File: src/ssc_pkg.sv
// Shared constants, register map and pin carrier for the step sequencer control
`default_nettype none

package ssc_pkg;

	// Step count and row counts
	localparam int STEPS_DEF  = 8;
	localparam int STEPS_MAX  = 8;
	localparam int ROWS       = 2;
	localparam int TRIG_ROWS  = 3;
	localparam int ROW_LEDS   = 4;
	localparam int SEL_W      = 4;

	// Register bus geometry
	localparam int ADDR_W     = 4;
	localparam int DATA_W     = 32;

	// Register byte offsets
	localparam logic [ADDR_W-1:0] REG_CMD    = 4'h0;
	localparam logic [ADDR_W-1:0] REG_STATUS = 4'h4;
	localparam logic [ADDR_W-1:0] REG_SWITCH = 4'h8;

	// Command register bits, write-only pulses
	localparam int CMD_RUN    = 0;
	localparam int CMD_HALT   = 1;
	localparam int CMD_STEP   = 2;
	localparam int CMD_RETURN = 3;

	// Status register fields
	localparam int ST_RUNNING = 0;
	localparam int ST_POS_LSB = 4;
	localparam int ST_HOLD    = 8;
	localparam int ST_RETURN  = 9;
	localparam int ST_GLIDE   = 12;

	// Switch nibble layout: upper selector low, lower selector high
	localparam int SW_UP_LSB  = 0;
	localparam int SW_LO_LSB  = 2;
	localparam logic [1:0] SEL_NONE = 2'h0;
	localparam logic [1:0] SEL_A    = 2'h1;
	localparam logic [1:0] SEL_B    = 2'h2;

	// Decoded row bit positions
	localparam int ROW_T1   = 0;
	localparam int ROW_T2   = 1;
	localparam int ROW_T3   = 2;
	localparam int ROW_GATE = 3;

	// Reset values
	localparam logic [DATA_W-1:0] SWITCH_RST = 32'h0000_0000;
	localparam logic [DATA_W-1:0] RDATA_RST  = 32'h0000_0000;

	// Control pins as seen at the socket side
	typedef struct packed {
		logic            run;
		logic            halt;
		logic            step;
		logic            ret;
		logic            hold;
		logic [ROWS-1:0] glide_n;
		logic [ROWS-1:0] glide_conn;
	} ssc_pins_s;

	// Run state of the sequence
	typedef enum logic {
		SSC_STOPPED,
		SSC_RUNNING
	} ssc_run_e;

endpackage : ssc_pkg

`default_nettype wire

File: src/ssc_sync.sv
// Two-flop synchroniser for a group of asynchronous levels
`default_nettype none

module ssc_sync #(
	parameter int W = 1
) (
	input  wire logic         mclk_i,
	input  wire logic         rst_i,
	input  wire logic [W-1:0] async_i,
	output var  logic [W-1:0] sync_o
);

	logic [W-1:0] meta_q;

	// First stage feeds only the second stage
	always_ff @(posedge mclk_i) begin
		if (rst_i) begin
			meta_q <= '0;
			sync_o <= '0;
		end else begin
			meta_q <= async_i;
			sync_o <= meta_q;
		end
	end

endmodule : ssc_sync

`default_nettype wire

File: src/ssc_top.sv
// Run, step and row control of an eight-step sequencer
`default_nettype none

// What this block does
// - Run request sets sequence running
// - Halt request stops further step advances
// - One step advance per clock pulse
// - Return input puts position at step one
// - Run and halt act on rising edges
// - Pulse length never changes the command
// - Return high holds position at step one
// - Step clock advances on its rising edge
// - Glide enabled while control input low
// - Unconnected glide control means glide on
// - Hold high freezes the processed output
// - Trigger into halt gives one-shot run
// - Trigger into return shortens sequence
// - Eight steps, one lit indicator each
// - Trigger rows pulse, gate spans step
// - Two three-way selectors per step
module ssc_top #(
	parameter int NUM_STEPS = ssc_pkg::STEPS_DEF
) (
	input  wire logic                              mclk_i,
	input  wire logic                              rst_i,
	input  wire ssc_pkg::ssc_pins_s                pins_i,
	input  wire logic [ssc_pkg::ADDR_W-1:0]        reg_addr_i,
	input  wire logic [ssc_pkg::DATA_W-1:0]        reg_wdata_i,
	input  wire logic                              reg_we_i,
	input  wire logic                              reg_re_i,
	output var  logic [ssc_pkg::DATA_W-1:0]        reg_rdata_o,
	output var  logic [NUM_STEPS-1:0]              step_led_o,
	output var  logic [ssc_pkg::TRIG_ROWS-1:0]     trig_o,
	output var  logic                              gate_o,
	output var  logic [ssc_pkg::ROW_LEDS-1:0]      row_led_o,
	output var  logic [ssc_pkg::ROWS-1:0]          glide_en_o,
	output var  logic [$clog2(NUM_STEPS)-1:0]      hold_pos_o,
	output var  logic                              running_o
);

	localparam int POS_W = $clog2(NUM_STEPS);
	localparam int PIN_W = $bits(ssc_pkg::ssc_pins_s);
	localparam int SW_W  = NUM_STEPS * ssc_pkg::SEL_W;
	localparam logic [POS_W-1:0] POS_FIRST = '0;
	localparam logic [POS_W-1:0] POS_LAST  = POS_W'(NUM_STEPS - 1);
	localparam logic [POS_W-1:0] POS_ONE   = POS_W'(1);

	// The switch bank must fit one data word; refused while elaborating
	if (NUM_STEPS < 2 || NUM_STEPS > ssc_pkg::STEPS_MAX) begin : g_bad_steps
		$error("NUM_STEPS out of range");
	end

	// Decode one step's selector nibble into the four row bits
	function automatic logic [ssc_pkg::ROW_LEDS-1:0] row_decode(input logic [ssc_pkg::SEL_W-1:0] nib);
		logic [1:0]                    up;
		logic [1:0]                    lo;
		logic [ssc_pkg::ROW_LEDS-1:0]  r;
		up = nib[ssc_pkg::SW_UP_LSB +: 2];
		lo = nib[ssc_pkg::SW_LO_LSB +: 2];
		r  = '0;
		r[ssc_pkg::ROW_T1]   = (up == ssc_pkg::SEL_A);
		r[ssc_pkg::ROW_T2]   = (up == ssc_pkg::SEL_B);
		r[ssc_pkg::ROW_T3]   = (lo == ssc_pkg::SEL_A);
		r[ssc_pkg::ROW_GATE] = (lo == ssc_pkg::SEL_B);
		return r;
	endfunction : row_decode

	// Synchronised pin levels and their previous values
	logic [PIN_W-1:0]        pins_vec;
	ssc_pkg::ssc_pins_s      pins;
	ssc_pkg::ssc_pins_s      prev_q;

	// Sequencer state
	ssc_pkg::ssc_run_e       run_q;
	ssc_pkg::ssc_run_e       run_d;
	logic [POS_W-1:0]        pos_q;
	logic [POS_W-1:0]        pos_d;
	logic [SW_W-1:0]         switch_q;

	// Registered outputs and their next values
	logic [POS_W-1:0]              hold_pos_d;
	logic [ssc_pkg::TRIG_ROWS-1:0] trig_d;
	logic                          gate_d;
	logic [ssc_pkg::ROW_LEDS-1:0]  row_led_d;
	logic [NUM_STEPS-1:0]          step_led_d;
	logic [ssc_pkg::ROWS-1:0]      glide_en_d;
	logic [ssc_pkg::DATA_W-1:0]    rdata_d;

	// Every pin passes two flops before anything looks at it
	ssc_sync #(
		.W (PIN_W)
	) u_sync (
		.mclk_i  (mclk_i),
		.rst_i   (rst_i),
		.async_i (pins_i),
		.sync_o  (pins_vec)
	);

	assign pins = ssc_pkg::ssc_pins_s'(pins_vec);

	// Register bus decode
	wire cmd_wr    = reg_we_i && (reg_addr_i == ssc_pkg::REG_CMD);
	wire switch_wr = reg_we_i && (reg_addr_i == ssc_pkg::REG_SWITCH);
	wire sw_run    = cmd_wr && reg_wdata_i[ssc_pkg::CMD_RUN];
	wire sw_halt   = cmd_wr && reg_wdata_i[ssc_pkg::CMD_HALT];
	wire sw_step   = cmd_wr && reg_wdata_i[ssc_pkg::CMD_STEP];
	wire sw_return = cmd_wr && reg_wdata_i[ssc_pkg::CMD_RETURN];

	// Rising edges only, so a long pulse still gives one command
	wire run_edge  = pins.run && !prev_q.run;
	wire halt_edge = pins.halt && !prev_q.halt;
	wire clk_rise  = pins.step && !prev_q.step;

	// Pins and software buttons merge into one command each
	wire run_cmd   = run_edge || sw_run;
	wire halt_cmd  = halt_edge || sw_halt;
	wire ret_level = pins.ret || sw_return;
	wire clk_level = pins.step || sw_step;

	// A pulse advances only a running, unreturned sequence
	wire running   = (run_q == ssc_pkg::SSC_RUNNING);
	wire advance   = running && (clk_rise || sw_step) && !ret_level;

	// Halt beats a coincident run: a trigger on the last step into halt must win
	always_comb begin
		run_d = run_q;
		if (halt_cmd) begin
			run_d = ssc_pkg::SSC_STOPPED;
		end else if (run_cmd) begin
			run_d = ssc_pkg::SSC_RUNNING;
		end
		case (run_q)
			ssc_pkg::SSC_STOPPED: ;
			ssc_pkg::SSC_RUNNING: ;
			default: run_d = ssc_pkg::SSC_STOPPED;
		endcase
	end

	// Step position: return level dominates, then advance with wrap
	always_comb begin
		pos_d = pos_q;
		if (ret_level) begin
			pos_d = POS_FIRST;
		end else if (advance) begin
			if (pos_q == POS_LAST) begin
				pos_d = POS_FIRST;
			end else begin
				pos_d = pos_q + POS_ONE;
			end
		end
	end

	// Rows for the step about to be shown
	wire [ssc_pkg::SEL_W-1:0]    cur_nib  = switch_q[pos_d * ssc_pkg::SEL_W +: ssc_pkg::SEL_W];
	wire [ssc_pkg::ROW_LEDS-1:0] cur_rows = row_decode(cur_nib);

	// Triggers follow the clock level, so their width matches the pulse
	wire trig_window = running && clk_level && !ret_level;

	assign trig_d     = cur_rows[ssc_pkg::TRIG_ROWS-1:0] & {ssc_pkg::TRIG_ROWS{trig_window}};
	assign gate_d     = cur_rows[ssc_pkg::ROW_GATE];
	assign row_led_d  = cur_rows;

	// One lit indicator per step
	genvar gs;
	generate
		for (gs = 0; gs < NUM_STEPS; gs++) begin : g_led
			assign step_led_d[gs] = (pos_d == POS_W'(gs));
		end
	endgenerate

	// Glide per row: low or unplugged enables it
	genvar gr;
	generate
		for (gr = 0; gr < ssc_pkg::ROWS; gr++) begin : g_glide
			assign glide_en_d[gr] = !(pins.glide_conn[gr] && pins.glide_n[gr]);
		end
	endgenerate

	// Held copy of the position stands in for the processed row output
	assign hold_pos_d = pins.hold ? hold_pos_o : pos_d;

	// Read mux; unmapped addresses and idle cycles return zero
	logic [ssc_pkg::DATA_W-1:0] status_word;
	always_comb begin
		status_word = '0;
		status_word[ssc_pkg::ST_RUNNING] = running;
		status_word[ssc_pkg::ST_POS_LSB +: POS_W] = pos_q;
		status_word[ssc_pkg::ST_HOLD] = pins.hold;
		status_word[ssc_pkg::ST_RETURN] = pins.ret;
		status_word[ssc_pkg::ST_GLIDE +: ssc_pkg::ROWS] = glide_en_o;
	end

	always_comb begin
		rdata_d = ssc_pkg::RDATA_RST;
		if (reg_re_i) begin
			case (reg_addr_i)
				ssc_pkg::REG_STATUS: rdata_d = status_word;
				ssc_pkg::REG_SWITCH: rdata_d = ssc_pkg::DATA_W'(switch_q);
				default:             rdata_d = ssc_pkg::RDATA_RST;
			endcase
		end
	end

	// Edge history and sequencer state
	always_ff @(posedge mclk_i) begin
		if (rst_i) begin
			prev_q <= '0;
			run_q  <= ssc_pkg::SSC_STOPPED;
			pos_q  <= POS_FIRST;
		end else begin
			prev_q <= pins;
			run_q  <= run_d;
			pos_q  <= pos_d;
		end
	end

	// Selector bank written by software
	always_ff @(posedge mclk_i) begin
		if (rst_i) begin
			switch_q <= ssc_pkg::SWITCH_RST[SW_W-1:0];
		end else if (switch_wr) begin
			switch_q <= reg_wdata_i[SW_W-1:0];
		end
	end

	// Output flops, so every pin comes straight from a register
	always_ff @(posedge mclk_i) begin
		if (rst_i) begin
			step_led_o  <= '0;
			trig_o      <= '0;
			gate_o      <= 1'b0;
			row_led_o   <= '0;
			glide_en_o  <= '1;
			hold_pos_o  <= POS_FIRST;
			running_o   <= 1'b0;
			reg_rdata_o <= ssc_pkg::RDATA_RST;
		end else begin
			step_led_o  <= step_led_d;
			trig_o      <= trig_d;
			gate_o      <= gate_d;
			row_led_o   <= row_led_d;
			glide_en_o  <= glide_en_d;
			hold_pos_o  <= hold_pos_d;
			running_o   <= (run_d == ssc_pkg::SSC_RUNNING);
			reg_rdata_o <= rdata_d;
		end
	end

endmodule : ssc_top

`default_nettype wire

File: config.mk
export PLATFORM = sky130hd
export DESIGN_NAME = ssc_top
export DESIGN_NICKNAME = d
export VERILOG_FILES = /design/src/ssc_pkg.sv /design/src/ssc_sync.sv /design/src/ssc_top.sv
export SDC_FILE = /design/constraint.sdc
export NUM_CORES = 1
export LEC_CHECK = 0
export BUFFER_PORTS_ARGS = -buffer_cell sky130_fd_sc_hd__buf_2
export CELL_PAD_IN_SITES_DETAIL_PLACEMENT = 1
export CELL_PAD_IN_SITES_GLOBAL_PLACEMENT = 2
export CORE_MARGIN = 4
export CORE_UTILIZATION = 32
export CTS_BUF_LIST = sky130_fd_sc_hd__clkbuf_2
export DETAILED_ROUTE_END_ITERATION = 6
export HOLD_SLACK_MARGIN = 0.03
export PLACE_DENSITY_LB_ADDON = 0.1
export RECOVER_POWER = 100
export SYNTH_ARGS = -nofsm -noshare
export SYNTH_HDL_FRONTEND = slang
export SYNTH_SLANG_ARGS = --single-unit
File: constraint.sdc
create_clock -name mclk_i -period 2.8 [get_ports mclk_i]
set_clock_uncertainty 0.1 [all_clocks]
set_input_delay 0.28 -clock mclk_i [delete_from_list [all_inputs] [get_ports mclk_i]]
set_output_delay 0.28 -clock mclk_i [all_outputs]
set_load 0.03 [all_outputs]
==> metrics.cfg <==
[floorplan]
dieWidth_um=119
initial_utilization_pct=32.8
die-height_um=119
pin_count=103
die_area_um2=14100
core_area_um2=12000
cell_rows=40

[pwr]
cellPowerDensity_nw_per_um2=474
worst_ir_drop_vdd_mv=0.362
p_leak_nw=2.05

[clock_tree]
worstSkewPairLatency_ns=0.63
clkSlewWorstSetupHoldPaths_ns=0.31
numCtsBuffers=9
tritoncts=built
cts-root-buf=clkbuf_2
post-cts-setup-buffers=0
clk_sink_count=109
clk_path_buf_depth=2
h-tree-depth=3

[final_layout]
multi_input_area_um2=1640
fillCellCount=1433
fraction_of_final_layout_cells_with_drive_strength_greater_than_1_pct=16.4
finish.utilization_pct=43.6
insertedDiodeCount=0
layout.nets=627
layout-area-overhead-vs-synth_pct=33.1
ff_latch_area_um2=2180

[timing]
slew_headroom_pct=38.2
worst-slew-pin-transition_ns=0.927
whs_ns=0.116
rsz0062_at_grt=no
totalNegativeSetupSlack_ns=0
setup_viol=0
timing.final.ws_setup_ns=0.0824
fin_crit_ns=2.72
hold_viol=0
max_freq_mhz=368
finalMaxSlewViolations=0
layout_worst_path_cycle_share_pct=97.1

[synth]
synth.most_common_cell=dfxtp_1
ys_async_sr_fraction_pct=0
synth.avg_cell_area_um2=9.39
netlist.area_leader.share_pct=55.5
ys_seq_area_share_pct=55.5
ys_top_cells_by_count=109 x dfxtp_1, 73 x nand2_1, 40 x a21oi_1
synthesis.area_um2=3940
synth.largest_area_cell=dfxtp_1
synth_fp_nets=470
synth_edf_count=0
synth-seq-cells=109
synth-warning-count=0
synth_cell_types=52
ys_top_cells_by_area=dfxtp_1 55%, nand2_1 7.0%, a21oi_1 5.1%
synth_ff_type=dfxtp_1
post_synth_inst_count=419

[drt]
route.final.wire_length_um=11800
antenna_left=0
drt-vias-per-instance=4.78
drt_drc_violations_left=0
dr_total_vias=3477
routed_wire_length_per_instance_um=16.3
dr.first_iter.drc_count=132
first_pass_iters=4

[placed_design]
post-dp-hpwl_um=8510
finalWeightedCongestion=0.815
pre_cts_setup_slack_ns=0.297
numPortBuffers=102

[run_status]
outcome=finished, final reports clean

[setup_path]
critPathRequiredTime_ns=3.30
critPathMaxFanout=32
worstPathArrival_ns=3.21
crit_type=in -> reg
timing.critical_path.to_type=flop
startpoint_type=input port

[min_path]
holdCritPathClass=in -> reg

[global_route]
wire_length_of_the_first_global_routing_pass_um=19600
antenna_violations_before_repair=0
grt_max_degree=50
grt_usage_pct=17.8
global_route.overflow_total=0
first_global_vias=3775

[run]
cap_violations=0

[flip-flops by register name, indices dropped and copies added, names as in the netlist]
name,cells
u_sync.meta_q,9
prev_q,3
gate_o,1
reg_rdata_o,32
hold_pos_o,3
row_led_o,3
step_led_o,8
glide_en_o,2
switch_q,32
trig_o,3
running_o,1
u_sync.sync_o,9
pos_q,3
[cell usage in the layout, fill, tap and decap left out, types with 2 or more instances in the layout]
| cell type | count |
|---|---|
| a21oi_1 | 40 |
| a221oi_1 | 2 |
| a22oi_1 | 10 |
| a31oi_1 | 2 |
| and2_0 | 12 |
| and2_1 | 13 |
| and2_2 | 2 |
| and3_1 | 2 |
| and3b_1 | 2 |
| buf_2 | 48 |
| buf_4 | 7 |
| clkbuf_1 | 55 |
| clkbuf_2 | 11 |
| dfxtp_1 | 109 |
| dlygate4sd3_1 | 58 |
| ha_1 | 2 |
| inv_1 | 5 |
| inv_6 | 4 |
| mux2_2 | 2 |
| mux2i_1 | 7 |
| nand2_1 | 73 |
| nand2b_1 | 8 |
| nand3b_1 | 2 |
| nor2_1 | 25 |
| nor2_2 | 3 |
| nor2b_1 | 24 |
| nor3_1 | 16 |
| nor3b_1 | 2 |
| o21ai_0 | 4 |
| o22ai_1 | 2 |
[worst max-delay path, cell delays in order]
cell and delay [ns]:
dlygate4sd3_1 0.54, buf_2 0.15, nor4b_2 0.27, dlygate4sd3_1 0.59, buf_4 0.18, and2_1 0.18
buf_8 0.24, nand2_1 0.08, a21oi_1 0.13, dlygate4sd3_1 0.56
[area by class of cell]
cell class                      count  share of cell area, %
Clock buffer                        9                  0.860
Clock inverter                      7                   1.27
Inverter                            5                  0.358
Multi-Input combinational cell    280                   31.2
Sequential cell                   109                   41.7
Tap cell                          147                   3.51
Timing Repair Buffer              171                   21.1
[routing by layer]
layer	up-vias	routed length (um)	global-route usage [%]
li1	1722	-	-
met1	1676	5450	22.3
met2	69	5810	30.3
met3	10	456	5.22
met4	0	113	3.91
met5	-	0	0
[path summary, 6_finish.rpt]
check | from | endpoint | slack [ns] | cells past startpoint
worst max-delay path | reg_addr_i[2] | switch_q[21] | 0.08 | 10
worst min-delay path | reg_we_i | switch_q[2] | 0.12 | 5
worst max register to register | running_o | trig_o[0] | 0.22 | 8
worst min register to register | u_sync.sync_o[2] | glide_en_o[0] | 0.33 | 1
[what timing repair did]
item | CTS | global route
hold buffers | 58 | 0
setup endpoints to repair | 0 | 14
resized for setup | 0 | 3
hold endpoints to repair | 59 | 0
[logic make-up after synthesis]
logic type      after synthesis  synth area share (%)
fa+ha+maj                     2                 0.636
simple gates                193                  25.1
flops                       109                  55.5
mux                          11                  3.31
compound gates               74                  12.3
buf+inv                      30                  3.21
[where the power goes]
part           leakage (nW)  internal [mW]  switching [mW]
registers             0.883           1.58          0.0139
logic                  1.10         0.0995          0.0851
clock network        0.0700          0.144           0.559
total                  2.05           1.83           0.658
[per-stage QoR]
| stage | instance area [um^2] | total power [mW] | cells |
|---|---|---|---|
| 2_1_floorplan | 3940 | 1.69 | 419 |
| 3_5_place_dp | 4610 | 1.76 | 654 |
| 3_3_place_gp | 4610 | 1.75 | 654 |
| 4_1_cts | 5300 | 2.53 | 728 |
| 6_report | 5240 | 2.48 | 728 |
| 5_1_grt | 5240 | 2.62 | 728 |
No activity file was read; power rests on OpenSTA's default activity.
